**config.mk**
```make
export PLATFORM = sky130hd
export DESIGN_NAME = power_good_enable_sequencer
export DESIGN_NICKNAME = d
export VERILOG_FILES = /design/src/core/seq_pkg.sv /design/src/core/seq_timer_if.sv /design/src/core/seq_sync.sv /design/src/core/seq_timer.sv /design/src/core/power_good_enable_sequencer.sv
export VERILOG_INCLUDE_DIRS = /design/src /design/src/core
export SDC_FILE = /design/constraint.sdc
export NUM_CORES = 1
export LEC_CHECK = 0
export BUFFER_PORTS_ARGS = -buffer_cell sky130_fd_sc_hd__buf_2
export CORE_MARGIN = 1.5
export CORE_UTILIZATION = 50
export CTS_BUF_LIST = sky130_fd_sc_hd__clkbuf_8
export DETAILED_ROUTE_END_ITERATION = 10
export GPL_ROUTABILITY_DRIVEN = 0
export PLACE_DENSITY = 0.67
export SYNTH_ARGS = -nofsm -noshare
export SYNTH_HDL_FRONTEND = slang
export SYNTH_SLANG_ARGS = --single-unit
export TNS_END_PERCENT = 30
```
**constraint.sdc**
```tcl
create_clock -name sys_clk_i -period 3.4 [get_ports sys_clk_i]
set_clock_uncertainty 0.2 [all_clocks]
set_input_delay 0.17 -clock sys_clk_i [delete_from_list [all_inputs] [get_ports sys_clk_i]]
set_output_delay 0.17 -clock sys_clk_i [all_outputs]
set_load 0.01 [all_outputs]
```
**src/core/seq_regs.svh**
```systemverilog
`ifndef SEQ_REGS_SVH
`define SEQ_REGS_SVH

// clock period of the sequencing logic
`define CLK_PERIOD_NS 40
// power-good assertion delay after the output reaches its upper threshold
`define OK_RISE_DLY_NS 450000
// power-good de-glitch delay after the output falls below its lower threshold
`define OK_FALL_DLY_NS 80000
// longest start-up delay and the number of equal steps to reach it
`define START_DLY_MAX_NS 10000000
`define START_DLY_STEPS 7
// width of every delay counter
`define TMR_W 20
// reset values of the sequencer state
`define OK_IND_INIT 1'b0
`define CFG_RST_INIT 1'b1

`endif

```
**src/core/seq_pkg.sv**
```systemverilog
package seq_pkg;

  // power delivery sequence, one-hot
  typedef enum logic [2:0] {
    ST_OFF    = 3'b001,
    ST_DELAY  = 3'b010,
    ST_ACTIVE = 3'b100
  } seq_state_t;

  // complete registered state of the sequencer
  typedef struct packed {
    seq_state_t state;
    logic ok_ind;
    logic drv_lvl;
    logic hs_on;
    logic ls_on;
    logic deliver;
    logic ss_start;
    logic cfg_rst;
  } seq_st_t;

endpackage

```
**src/core/seq_timer_if.sv**
```systemverilog
interface seq_timer_if #(
  parameter int W = 20
);
  logic clr;
  logic run;
  logic [W-1:0] limit;
  logic done;

  modport ctrl (output clr, output run, output limit, input done);
  modport tmr (input clr, input run, input limit, output done);
endinterface

```
**src/core/seq_sync.sv**
```systemverilog
module seq_sync #(
  parameter int W = 4
) (
  // clock and reset
  input wire logic sys_clk_i,
  input wire logic srst_i,
  // raw comparator levels and their synchronised copies
  input wire logic [W-1:0] d_i,
  output logic [W-1:0] q_o
);

  typedef struct packed {
    logic [W-1:0] s1;
    logic [W-1:0] s2;
  } sync_st_t;

  sync_st_t st_ff;
  sync_st_t nxt_st;

  // first stage feeds only the second stage
  always_comb begin
    nxt_st.s1 = d_i;
    nxt_st.s2 = st_ff.s1;
  end

  always_ff @(posedge sys_clk_i) begin
    if (srst_i) begin
      st_ff <= '0;
    end else begin
      st_ff <= nxt_st;
    end
  end

  assign q_o = st_ff.s2;

endmodule

```
**src/core/seq_timer.sv**
```systemverilog
module seq_timer #(
  parameter int W = 20
) (
  // clock and reset
  input wire logic sys_clk_i,
  input wire logic srst_i,
  // control and expiry
  seq_timer_if.tmr tmr
);

  typedef struct packed {
    logic [W-1:0] cnt;
  } tmr_st_t;

  tmr_st_t st_ff;
  tmr_st_t nxt_st;

  // count up and hold at the limit; a clear always restarts from zero
  always_comb begin
    nxt_st = st_ff;
    if (tmr.clr) begin
      nxt_st.cnt = '0;
    end else if (tmr.run && (st_ff.cnt != tmr.limit)) begin
      nxt_st.cnt = st_ff.cnt + 1'b1;
    end
  end

  always_ff @(posedge sys_clk_i) begin
    if (srst_i) begin
      st_ff <= '0;
    end else begin
      st_ff <= nxt_st;
    end
  end

  // expiry is masked by a clear in the same cycle
  assign tmr.done = !tmr.clr && (st_ff.cnt == tmr.limit);

endmodule

```
**src/core/power_good_enable_sequencer.sv**
```systemverilog
`include "seq_regs.svh"

module power_good_enable_sequencer #(
  parameter int OK_RISE_CYC = `OK_RISE_DLY_NS / `CLK_PERIOD_NS,
  parameter int OK_FALL_CYC = `OK_FALL_DLY_NS / `CLK_PERIOD_NS,
  parameter int START_STEP_CYC =
    `START_DLY_MAX_NS / (`CLK_PERIOD_NS * `START_DLY_STEPS)
) (
  // clock and supply lockout reset
  input wire logic sys_clk_i,
  input wire logic srst_i,
  // comparators and fault levels
  input wire logic en_cmp_i,
  input wire logic out_ok_cmp_i,
  input wire logic out_low_cmp_i,
  input wire logic therm_sd_i,
  // modulator inputs
  input wire logic osc_tick_i,
  input wire logic ls_below_ref_i,
  // configuration
  input wire logic [2:0] start_dly_code_i,
  // open-drain power-good pin
  output logic output_ok_indicator_o,
  output logic output_ok_indicator_oe_n_o,
  // power stage
  output logic hs_gate_o,
  output logic ls_gate_o,
  output logic deliver_o,
  output logic soft_start_o,
  // reset towards the serial interface and registers
  output logic cfg_rst_o
);

  localparam seq_pkg::seq_st_t ST_RST = '{
    state: seq_pkg::ST_OFF,
    ok_ind: `OK_IND_INIT,
    drv_lvl: 1'b0,
    hs_on: 1'b0,
    ls_on: 1'b0,
    deliver: 1'b0,
    ss_start: 1'b0,
    cfg_rst: `CFG_RST_INIT
  };

  seq_pkg::seq_st_t st_ff;
  seq_pkg::seq_st_t nxt_st;

  logic [3:0] raw_lvl;
  logic [3:0] syn_lvl;
  logic en_s;
  logic ok_s;
  logic low_s;
  logic therm_s;
  logic kill;

  // comparators come from the analog side; two flops before any use
  assign raw_lvl = {therm_sd_i, out_low_cmp_i, out_ok_cmp_i, en_cmp_i};

  seq_sync #(.W(4)) u_sync (
    .sys_clk_i(sys_clk_i),
    .srst_i(srst_i),
    .d_i(raw_lvl),
    .q_o(syn_lvl)
  );

  assign en_s = syn_lvl[0];
  assign ok_s = syn_lvl[1];
  assign low_s = syn_lvl[2];
  assign therm_s = syn_lvl[3];

  // conditions that drop the indicator with no delay
  assign kill = !en_s || therm_s;

  seq_timer_if #(.W(`TMR_W)) rise_if ();
  seq_timer_if #(.W(`TMR_W)) fall_if ();
  seq_timer_if #(.W(`TMR_W)) dly_if ();

  // assertion delay restarts on any dip below the upper threshold
  assign rise_if.clr = !ok_s || kill || st_ff.ok_ind;
  assign rise_if.run = 1'b1;
  assign rise_if.limit = `TMR_W'(OK_RISE_CYC);

  // de-glitch restarts whenever the output is back above 90%
  assign fall_if.clr = !low_s || kill || !st_ff.ok_ind;
  assign fall_if.run = 1'b1;
  assign fall_if.limit = `TMR_W'(OK_FALL_CYC);

  // start-up delay runs only while waiting in the delay state
  assign dly_if.clr = (st_ff.state != seq_pkg::ST_DELAY);
  assign dly_if.run = 1'b1;
  assign dly_if.limit =
    `TMR_W'(32'(start_dly_code_i) * START_STEP_CYC);

  seq_timer #(.W(`TMR_W)) u_rise (
    .sys_clk_i(sys_clk_i),
    .srst_i(srst_i),
    .tmr(rise_if.tmr)
  );

  seq_timer #(.W(`TMR_W)) u_fall (
    .sys_clk_i(sys_clk_i),
    .srst_i(srst_i),
    .tmr(fall_if.tmr)
  );

  seq_timer #(.W(`TMR_W)) u_dly (
    .sys_clk_i(sys_clk_i),
    .srst_i(srst_i),
    .tmr(dly_if.tmr)
  );

  // sequence, indicator and switch timing
  always_comb begin
    nxt_st = st_ff;
    nxt_st.ss_start = 1'b0;
    nxt_st.drv_lvl = 1'b0;
    // asserted only by the lockout reset, never by enable
    nxt_st.cfg_rst = 1'b0;
    unique case (st_ff.state)
      seq_pkg::ST_OFF: begin
        if (en_s) begin
          nxt_st.state = seq_pkg::ST_DELAY;
        end
      end
      seq_pkg::ST_DELAY: begin
        if (!en_s) begin
          nxt_st.state = seq_pkg::ST_OFF;
        end else if (dly_if.done) begin
          nxt_st.state = seq_pkg::ST_ACTIVE;
          nxt_st.ss_start = 1'b1;
        end
      end
      seq_pkg::ST_ACTIVE: begin
        if (!en_s) begin
          nxt_st.state = seq_pkg::ST_OFF;
        end
      end
      default: begin
        nxt_st.state = seq_pkg::ST_OFF;
      end
    endcase
    // thermal shutdown blocks the power stage but leaves the sequence state unchanged
    nxt_st.deliver = (nxt_st.state == seq_pkg::ST_ACTIVE) && !therm_s;
    // clock edge wins over the valley comparator in the same cycle
    if (!nxt_st.deliver) begin
      nxt_st.hs_on = 1'b0;
    end else if (osc_tick_i) begin
      nxt_st.hs_on = 1'b0;
    end else if (ls_below_ref_i) begin
      nxt_st.hs_on = 1'b1;
    end
    nxt_st.ls_on = nxt_st.deliver && !nxt_st.hs_on;
    // power-good indicator
    if (kill) begin
      nxt_st.ok_ind = 1'b0;
    end else if (!st_ff.ok_ind && rise_if.done) begin
      nxt_st.ok_ind = 1'b1;
    end else if (st_ff.ok_ind && fall_if.done) begin
      nxt_st.ok_ind = 1'b0;
    end
  end

  // lockout reset forces the whole state, indicator low at once
  always_ff @(posedge sys_clk_i) begin
    if (srst_i) begin
      st_ff <= ST_RST;
    end else begin
      st_ff <= nxt_st;
    end
  end

  // every output straight from the state register
  assign output_ok_indicator_o = st_ff.drv_lvl;
  assign output_ok_indicator_oe_n_o = st_ff.ok_ind;
  assign hs_gate_o = st_ff.hs_on;
  assign ls_gate_o = st_ff.ls_on;
  assign deliver_o = st_ff.deliver;
  assign soft_start_o = st_ff.ss_start;
  assign cfg_rst_o = st_ff.cfg_rst;

  // run-length counters watched by the delay checks
  logic [`TMR_W-1:0] rise_len_ff;
  logic [`TMR_W-1:0] fall_len_ff;

  always_ff @(posedge sys_clk_i) begin
    if (srst_i || rise_if.clr) begin
      rise_len_ff <= '0;
    end else begin
      rise_len_ff <= rise_len_ff + 1'b1;
    end
    if (srst_i || fall_if.clr) begin
      fall_len_ff <= '0;
    end else begin
      fall_len_ff <= fall_len_ff + 1'b1;
    end
  end
endmodule

```
==> results of run 1 <==
-- synth_stat cells, types with 2 or more instances --
master / n / share of area (%)
nand3_1: 22 / 3.1
nor2_1: 75 / 7.9
o2111ai_1: 2 / 0.49
or3_1: 6 / 1.0
and4_2: 2 / 0.56
nor4_1: 5 / 0.87
or3_4: 2 / 0.63
o21ai_1: 2 / 0.28
nand2_1: 22 / 2.3
nand2b_1: 3 / 0.52
xor2_1: 39 / 9.5
nand4_1: 15 / 2.6
inv_1: 14 / 1.5
ha_1: 12 / 4.2
or2_2: 2 / 0.35
nor2b_1: 9 / 1.6
dfxtp_1: 77 / 43
clkbuf_1: 6 / 0.63
a21oi_1: 6 / 0.84
nor4b_1: 2 / 0.49
mux2i_1: 3 / 0.84
fa_1: 3 / 1.7
and2_1: 3 / 0.52
o21ai_0: 4 / 0.56
and4_1: 4 / 0.98
and3_1: 9 / 1.6
xnor2_1: 20 / 4.9
nor3_1: 9 / 1.3
-- worst max-delay path by stage --
stage	startpoint	to	slack, ps	cells past startpoint
6_report	start_dly_code_i[1]	u_dly.st_ff[1]$_SDFFE_PP0N_	370	12
2_1_floorplan	start_dly_code_i[0]	u_dly.st_ff[1]$_SDFFE_PP0N_	440	11
3_5_place_dp	start_dly_code_i[1]	u_dly.st_ff[1]$_SDFFE_PP0N_	5	12
5_1_grt	start_dly_code_i[1]	u_dly.st_ff[1]$_SDFFE_PP0N_	180	12
3_3_place_gp	start_dly_code_i[1]	u_dly.st_ff[1]$_SDFFE_PP0N_	110	12
4_1_cts	start_dly_code_i[1]	u_dly.st_ff[1]$_SDFFE_PP0N_	350	12
-- timing repair --
item	CTS	global route
hold buffers	11	0
endpoints found under the hold margin	11	0
endpoints found under the setup margin	0	0
-- flip-flops by register name, summed over array words and instances, names as in the netlist --
register	count
deliver_o	1
ls_gate_o	1
cfg_rst_o	1
u_sync.q_o	4
soft_start_o	1
u_fall.st_ff	20
hs_gate_o	1
u_dly.st_ff	20
output_ok_indicator_oe_n_o	1
st_ff	3
u_sync.nxt_st	4
u_rise.st_ff	20
-- final cells by class --
cell class | instances | area [µm²] | area share [%]
inverters | 14 | 52.6 | 1.30
repair buffers | 29 | 205 | 5.07
well taps | 96 | 120 | 2.97
clock inverters | 6 | 40.0 | 0.990
flip-flops and latches | 77 | 1540 | 38.1
clock buffers | 10 | 138 | 3.40
multi-input cells | 297 | 1950 | 48.1
-- metal layers --
layer	vias to the layer above	track usage, %	routed length, µm
met5	-	0	0
met3	6	6.97	211
met4	0	6.06	79
li1	1400	-	-
met2	32	32.4	3220
met1	1279	22.9	3000
-- kinds of logic after synthesis --
kind of cell | after synthesis | share of synthesized area, %
other cells | 1 | 0.105
xor+xnor | 60 | 15.1
mux | 4 | 1.15
simple gates | 196 | 27.8
compound gates | 21 | 4.40
flops | 77 | 43.0
buf+inv | 22 | 2.62
fa+ha+maj | 15 | 5.87
-- through the flow --
stage / area, µm² / instances / setup WS, ps
finish: 4040 / 529 / 368
global route: 4040 / 529 / 184
CTS: 4040 / 529 / 347
detailed placement: 3760 / 502 / 4.55
global placement: 3760 / 502 / 107
floorplan: 3580 / 396 / 444
-- power by group --
group | internal (µW) | switching [µW]
logic | 43.1 | 42.0
registers | 907 | 2.44
clock network | 282 | 338
total | 1230 | 382
-- critical path: stages --
cell      delay, ps
buf_2           150
inv_1           100
fa_1            510
inv_1            50
ha_1            220
fa_1            420
xnor3_1         300
o221ai_1        100
or3_4           360
a211oi_2        380
mux2i_1         240
nor2_1           50
==> metrics.txt, run 1 <==
Max-Cap Viols=0; CP endpoint kind=flip-flop; cell leakage power=0.00140 µW; initial core utilization=a little over half; post-CTS setup buffer count=0; CP Max Fanout=7; HP Start=u_sync.q_o[0]$_SDFF_PP0_; fin nets=~450; Max Fclk=between 300 and 400 MHz; EDFF count, synth=0; CTS tree=done; Placeable Area=just under 0.007 mm²; CTS max path bufs=2; Worst setup SP type=input pin; total negative slack=0 ps; Worst-path clk slew=80 ps; initial antenna violation count=0; Worst-Margin Slew=702 ps; Total Power=~1600 µW; Yosys Warn Count=0; worst-skew pair later-pin latency=about 350 ps; fin crit period=slightly above 3000 ps; flop2flop setup slack=~1100 ps; drt drc=0; Cells after Synth=between 300 and 400; Critical Path AT=~3100 ps; final period utilization=89.2%; vias=2717; Total Routing Usage GR=roughly a fifth; commonest non-fill, non-tap cell in the layout=dfxtp_1; outcome=complete, no violations; largest net degree at the start of global routing=21; CTS Buf Count=9; Die Ht=87.6 µm; Post-Syn Area=about 0.0036 mm²; pwr/cell area=399 mW/mm²; P&R area growth vs syn=12.9%; Seq cells post-synth=77; RR Startpoint=u_dly.st_ff[5]$_SDFFE_PP0N_; ANT nets after route=0; Post-Syn Nets=about 420; hpwl dp=approximately 4.5 mm; I/O pins=18; worst hold slack=~210 ps; Diodes inserted=0; std cell rows=30; H-tree Lvls=3; Post-Route Utilization=58.9%; Resized Gates After CTS=0; maximum vdd ir drop=196 µV; hold path cells=1; Filler cells=between 600 and 700; First DRT Iteration DRCs=80; commonest non-fill, non-tap cells in the layout=dfxtp_1, nor2_1, xor2_1, nand2_1, nand3_1; Async S/R FF share, synth=0%; min-delay worst type=flip-flop to flip-flop; share of layout cells above drive strength 1=between 10% and 20%; Max-slew headroom=53.2%; required time worst endpoint=~3400 ps; unrepaired setup endpoints after global routing=false; Detailed Routing Iterations Pass 1=4; vias in the first global route=about 2600; root buffer cell=clkbuf_8; worst r2r dst=u_dly.st_ff[1]$_SDFFE_PP0N_; kind of critical path=input pin to flip-flop; first-pass GRT wire length=about 12 mm; WL/cell=~12 µm; ys flop type=dfxtp_1; total grt overflow=0; Die X=87.6 µm; max-slew violations=0; Avg Inst Size Synth=just over 9 µm²; IO Port Bufs=16; Endpoint, Worst Hold=st_ff[7]$_SDFF_PP1_; Vias/cell=around 5.1; die area=roughly 0.0077 mm²; Clock Sinks=77; Final Setup Violations=0; Final Hold Fails=0; reg2reg path depth=6; final wirelength=around 6.5 mm; Yosys cell types=46; sequential area share after synthesis=43.0%
No activity file was read; power rests on OpenSTA's default activity.
==> run 2, diff against run 1 <==
==> constraint.sdc (replaced) <==
create_clock -name sys_clk_i -period 3.4 [get_ports sys_clk_i]
set_clock_uncertainty 0.2 [all_clocks]
set_input_delay 0.34 -clock sys_clk_i [delete_from_list [all_inputs] [get_ports sys_clk_i]]
set_output_delay 0.34 -clock sys_clk_i [all_outputs]
set_load 0.01 [all_outputs]
==> run 2 against run 1 <==
Net effect: clock power grew 35%; non-clock buffer count down 3; die area unchanged; clock-buffer cell count is 1 higher; maximum frequency is 1.8% lower; critical endpoint unchanged; highest routed layer unchanged; register-to-register slack improved by 30 ps; via count down 2.5%; wire length fell by 5.7%.
==> metrics.txt, run 2 (same netlist as run 1, synthesis figures left out) <==
Clock Sinks=77 (unchanged); worst path bufs/invs=3 (unchanged); switching fraction of total power=19.4% (-4.2 points); fin nets=451 (-0.66%); share of layout cells above drive strength 1=11.2% (+0.80 points); min-delay worst type=input pin to flip-flop; worst-skew pair later-pin latency=340 ps (about the same); share of power burned in registers=49.8% (-6.5 points); CP max-delay cell=fa_1; std cell rows=30 (unchanged); max incr delay on CP=530 ps (+20 ps); Die Ht=87.6 µm (unchanged); largest net degree at the start of global routing=21 (unchanged); initial core utilization=52.1% (unchanged); ANT nets after route=0 (unchanged); root buffer cell=clkbuf_8; P&R area growth vs syn=13.8%; vias=2650 (-2.5%); drt drc=0 (unchanged); final period utilization=90.8% (+1.6 points); area of the multi-input gates=0.00195 mm² (unchanged); final wirelength=6.14 mm (-5.7%); register area=0.00154 mm² (unchanged); cell leakage power=0.00142 µW (+1.7%); outcome=complete, no violations; HP Start=srst_i; reg2reg path depth=6 (unchanged); CTS tree=done; total negative slack=0 ps (unchanged); worst r2r dst=u_dly.st_ff[1]$_SDFFE_PP0N_; required time worst endpoint=3410 ps (about the same); Critical Path AT=3090 ps (+40 ps); Die X=87.6 µm (unchanged); total grt overflow=0 (unchanged); registers with the most flip-flops=u_dly.st_ff (20), u_fall.st_ff (20), u_rise.st_ff (20); Diodes inserted=0 (unchanged); Max Fclk=324 MHz (-1.8%); unrepaired setup endpoints after global routing=false; commonest non-fill, non-tap cells in the layout=dfxtp_1, nor2_1, xor2_1, nand2_1, nand3_1; fin crit period=3090 ps (+55.1 ps); Detailed Routing Iterations Pass 1=4 (unchanged); Worst-Margin Slew=686 ps (-15.7 ps); Gate power share=4.4% (-0.9 points); CP endpoint kind=flip-flop; Endpoint, Worst Hold=cfg_rst_o$_DFF_P_; commonest non-fill, non-tap cell in the layout=dfxtp_1; Max-Cap Viols=0 (unchanged); vias in the first global route=2525 (-2.7%); maximum vdd ir drop=285 µV (+46%); DP Area=0.00378 mm² (+0.60%); Max-slew headroom=54.3% (+1.0 points); Vias/cell=5.05 (-1.7%); Total Routing Usage GR=18.1% (-1.1 points); worst hold slack=33.4 ps (-181 ps); Placeable Area=0.00687 mm² (unchanged); pre-CTS WS=-18.9 ps (-23.4 ps); Worst setup SP type=input pin; initial antenna violation count=0 (unchanged); WL/cell=11.7 µm (-5.0%); cell-by-cell trace of the critical path=buf_2 > inv_1 > fa_1 > inv_1 > ha_1 > fa_1 > xnor3_1 > o221ai_1 > or3_4 > a211oi_2 > mux2i_1 > nor2_1; hold path cells=1 (unchanged); CTS max path bufs=2 (unchanged); CTS Buf Count=9 (unchanged); Final Cell Area=0.00408 mm² (+0.77%); final setup margin=313 ps (-55.1 ps); IO Port Bufs=16 (unchanged); first-pass GRT wire length=11.0 mm (-4.9%); CP delay by family, top=adder cells; post-CTS setup buffer count=0 (unchanged); Filler cells=612 (-5.1%); Pint=1470 µW (+19%); power share of the clock group=45.8% (+7.4 points); I/O pins=18 (unchanged); H-tree Lvls=3 (unchanged); Final Hold Fails=0 (unchanged); max-slew violations=0 (unchanged); pwr/cell area=448 mW/mm² (+12%); RR Startpoint=u_dly.st_ff[5]$_SDFFE_PP0N_; kind of critical path=input pin to flip-flop; flop2flop setup slack=1120 ps (+30 ps); switching pwr=355 µW (-7.2%); Final Setup Violations=0 (unchanged); die area=0.00768 mm² (unchanged); hpwl dp=4.37 mm (-3.1%); Worst-path clk slew=80 ps (about the same); First DRT Iteration DRCs=76 (-5.0%); CP Max Fanout=6 (-1)
run 2: cell count changes in the layout (fill, tap and decap cells not counted):
cell and change:
clkinvlp_4 -3, buf_4 +3, dlygate4sd3_1 -6, bufinv_16 +3
clkinv_4 -1, inv_1 -1, clkbuf_8 +1
run 2: worst max path at each step:
| stage | cells past startpoint | slack [ps] | startpoint | endpoint |
|---|---|---|---|---|
| detailed placement | 12 | -20 | start_dly_code_i[0] | u_dly.st_ff[1]$_SDFFE_PP0N_ |
| floorplan | 11 | 270 | start_dly_code_i[0] | u_dly.st_ff[1]$_SDFFE_PP0N_ |
| global placement | 12 | 20 | start_dly_code_i[0] | u_dly.st_ff[1]$_SDFFE_PP0N_ |
| global route | 12 | 200 | start_dly_code_i[1] | u_dly.st_ff[1]$_SDFFE_PP0N_ |
| finish | 12 | 310 | start_dly_code_i[0] | u_dly.st_ff[1]$_SDFFE_PP0N_ |
| CTS | 12 | 330 | start_dly_code_i[0] | u_dly.st_ff[1]$_SDFFE_PP0N_ |
run 2: power groups by stage:
stage                     logic, µW  registers (µW)  clock network (µW)
after floorplan                54.9             930                   0
after global placement         74.4             930                   0
after detailed placement       75.9             930                   0
after CTS                      80.6             909                 856
after global routing           90.6             910                 896
final                          80.6             909                 835
run 2: what timing repair did:
| action | in CTS | in global routing |
|---|---|---|
| hold buffers | 4 | 1 |
| resized for setup | 0 | 0 |
| hold endpoints to repair | 4 | 1 |
run 2: metal layers:
| layer | vias to the layer above | global-route usage [%] | share of wire, % |
|---|---|---|---|
| met5 | - | 0 | 0 |
| met4 | 0 | 4.76 | 0.96 |
| met3 | 6 | 6.50 | 3.0 |
| met2 | 26 | 30.1 | 47 |
| met1 | 1221 | 22.2 | 49 |
| li1 | 1397 | - | - |
run 2: area by class of cell:
cell class / instances / area share [%]
Clock buffer: 11 / 3.72
Clock inverter: 4 / 2.33
Inverter: 14 / 1.29
Multi-Input combinational cell: 297 / 47.8
Sequential cell: 77 / 37.8
Tap cell: 96 / 2.95
Timing Repair Buffer: 26 / 4.11
run 2: per-stage QoR:
step                std cells  util [%]  total power [µW]
floorplan                 396         -               985
global placement          505      55.0              1000
detailed placement        505      55.0              1010
CTS                       524      59.2              1850
global route              525      59.3              1900
finish                    525      59.3              1820
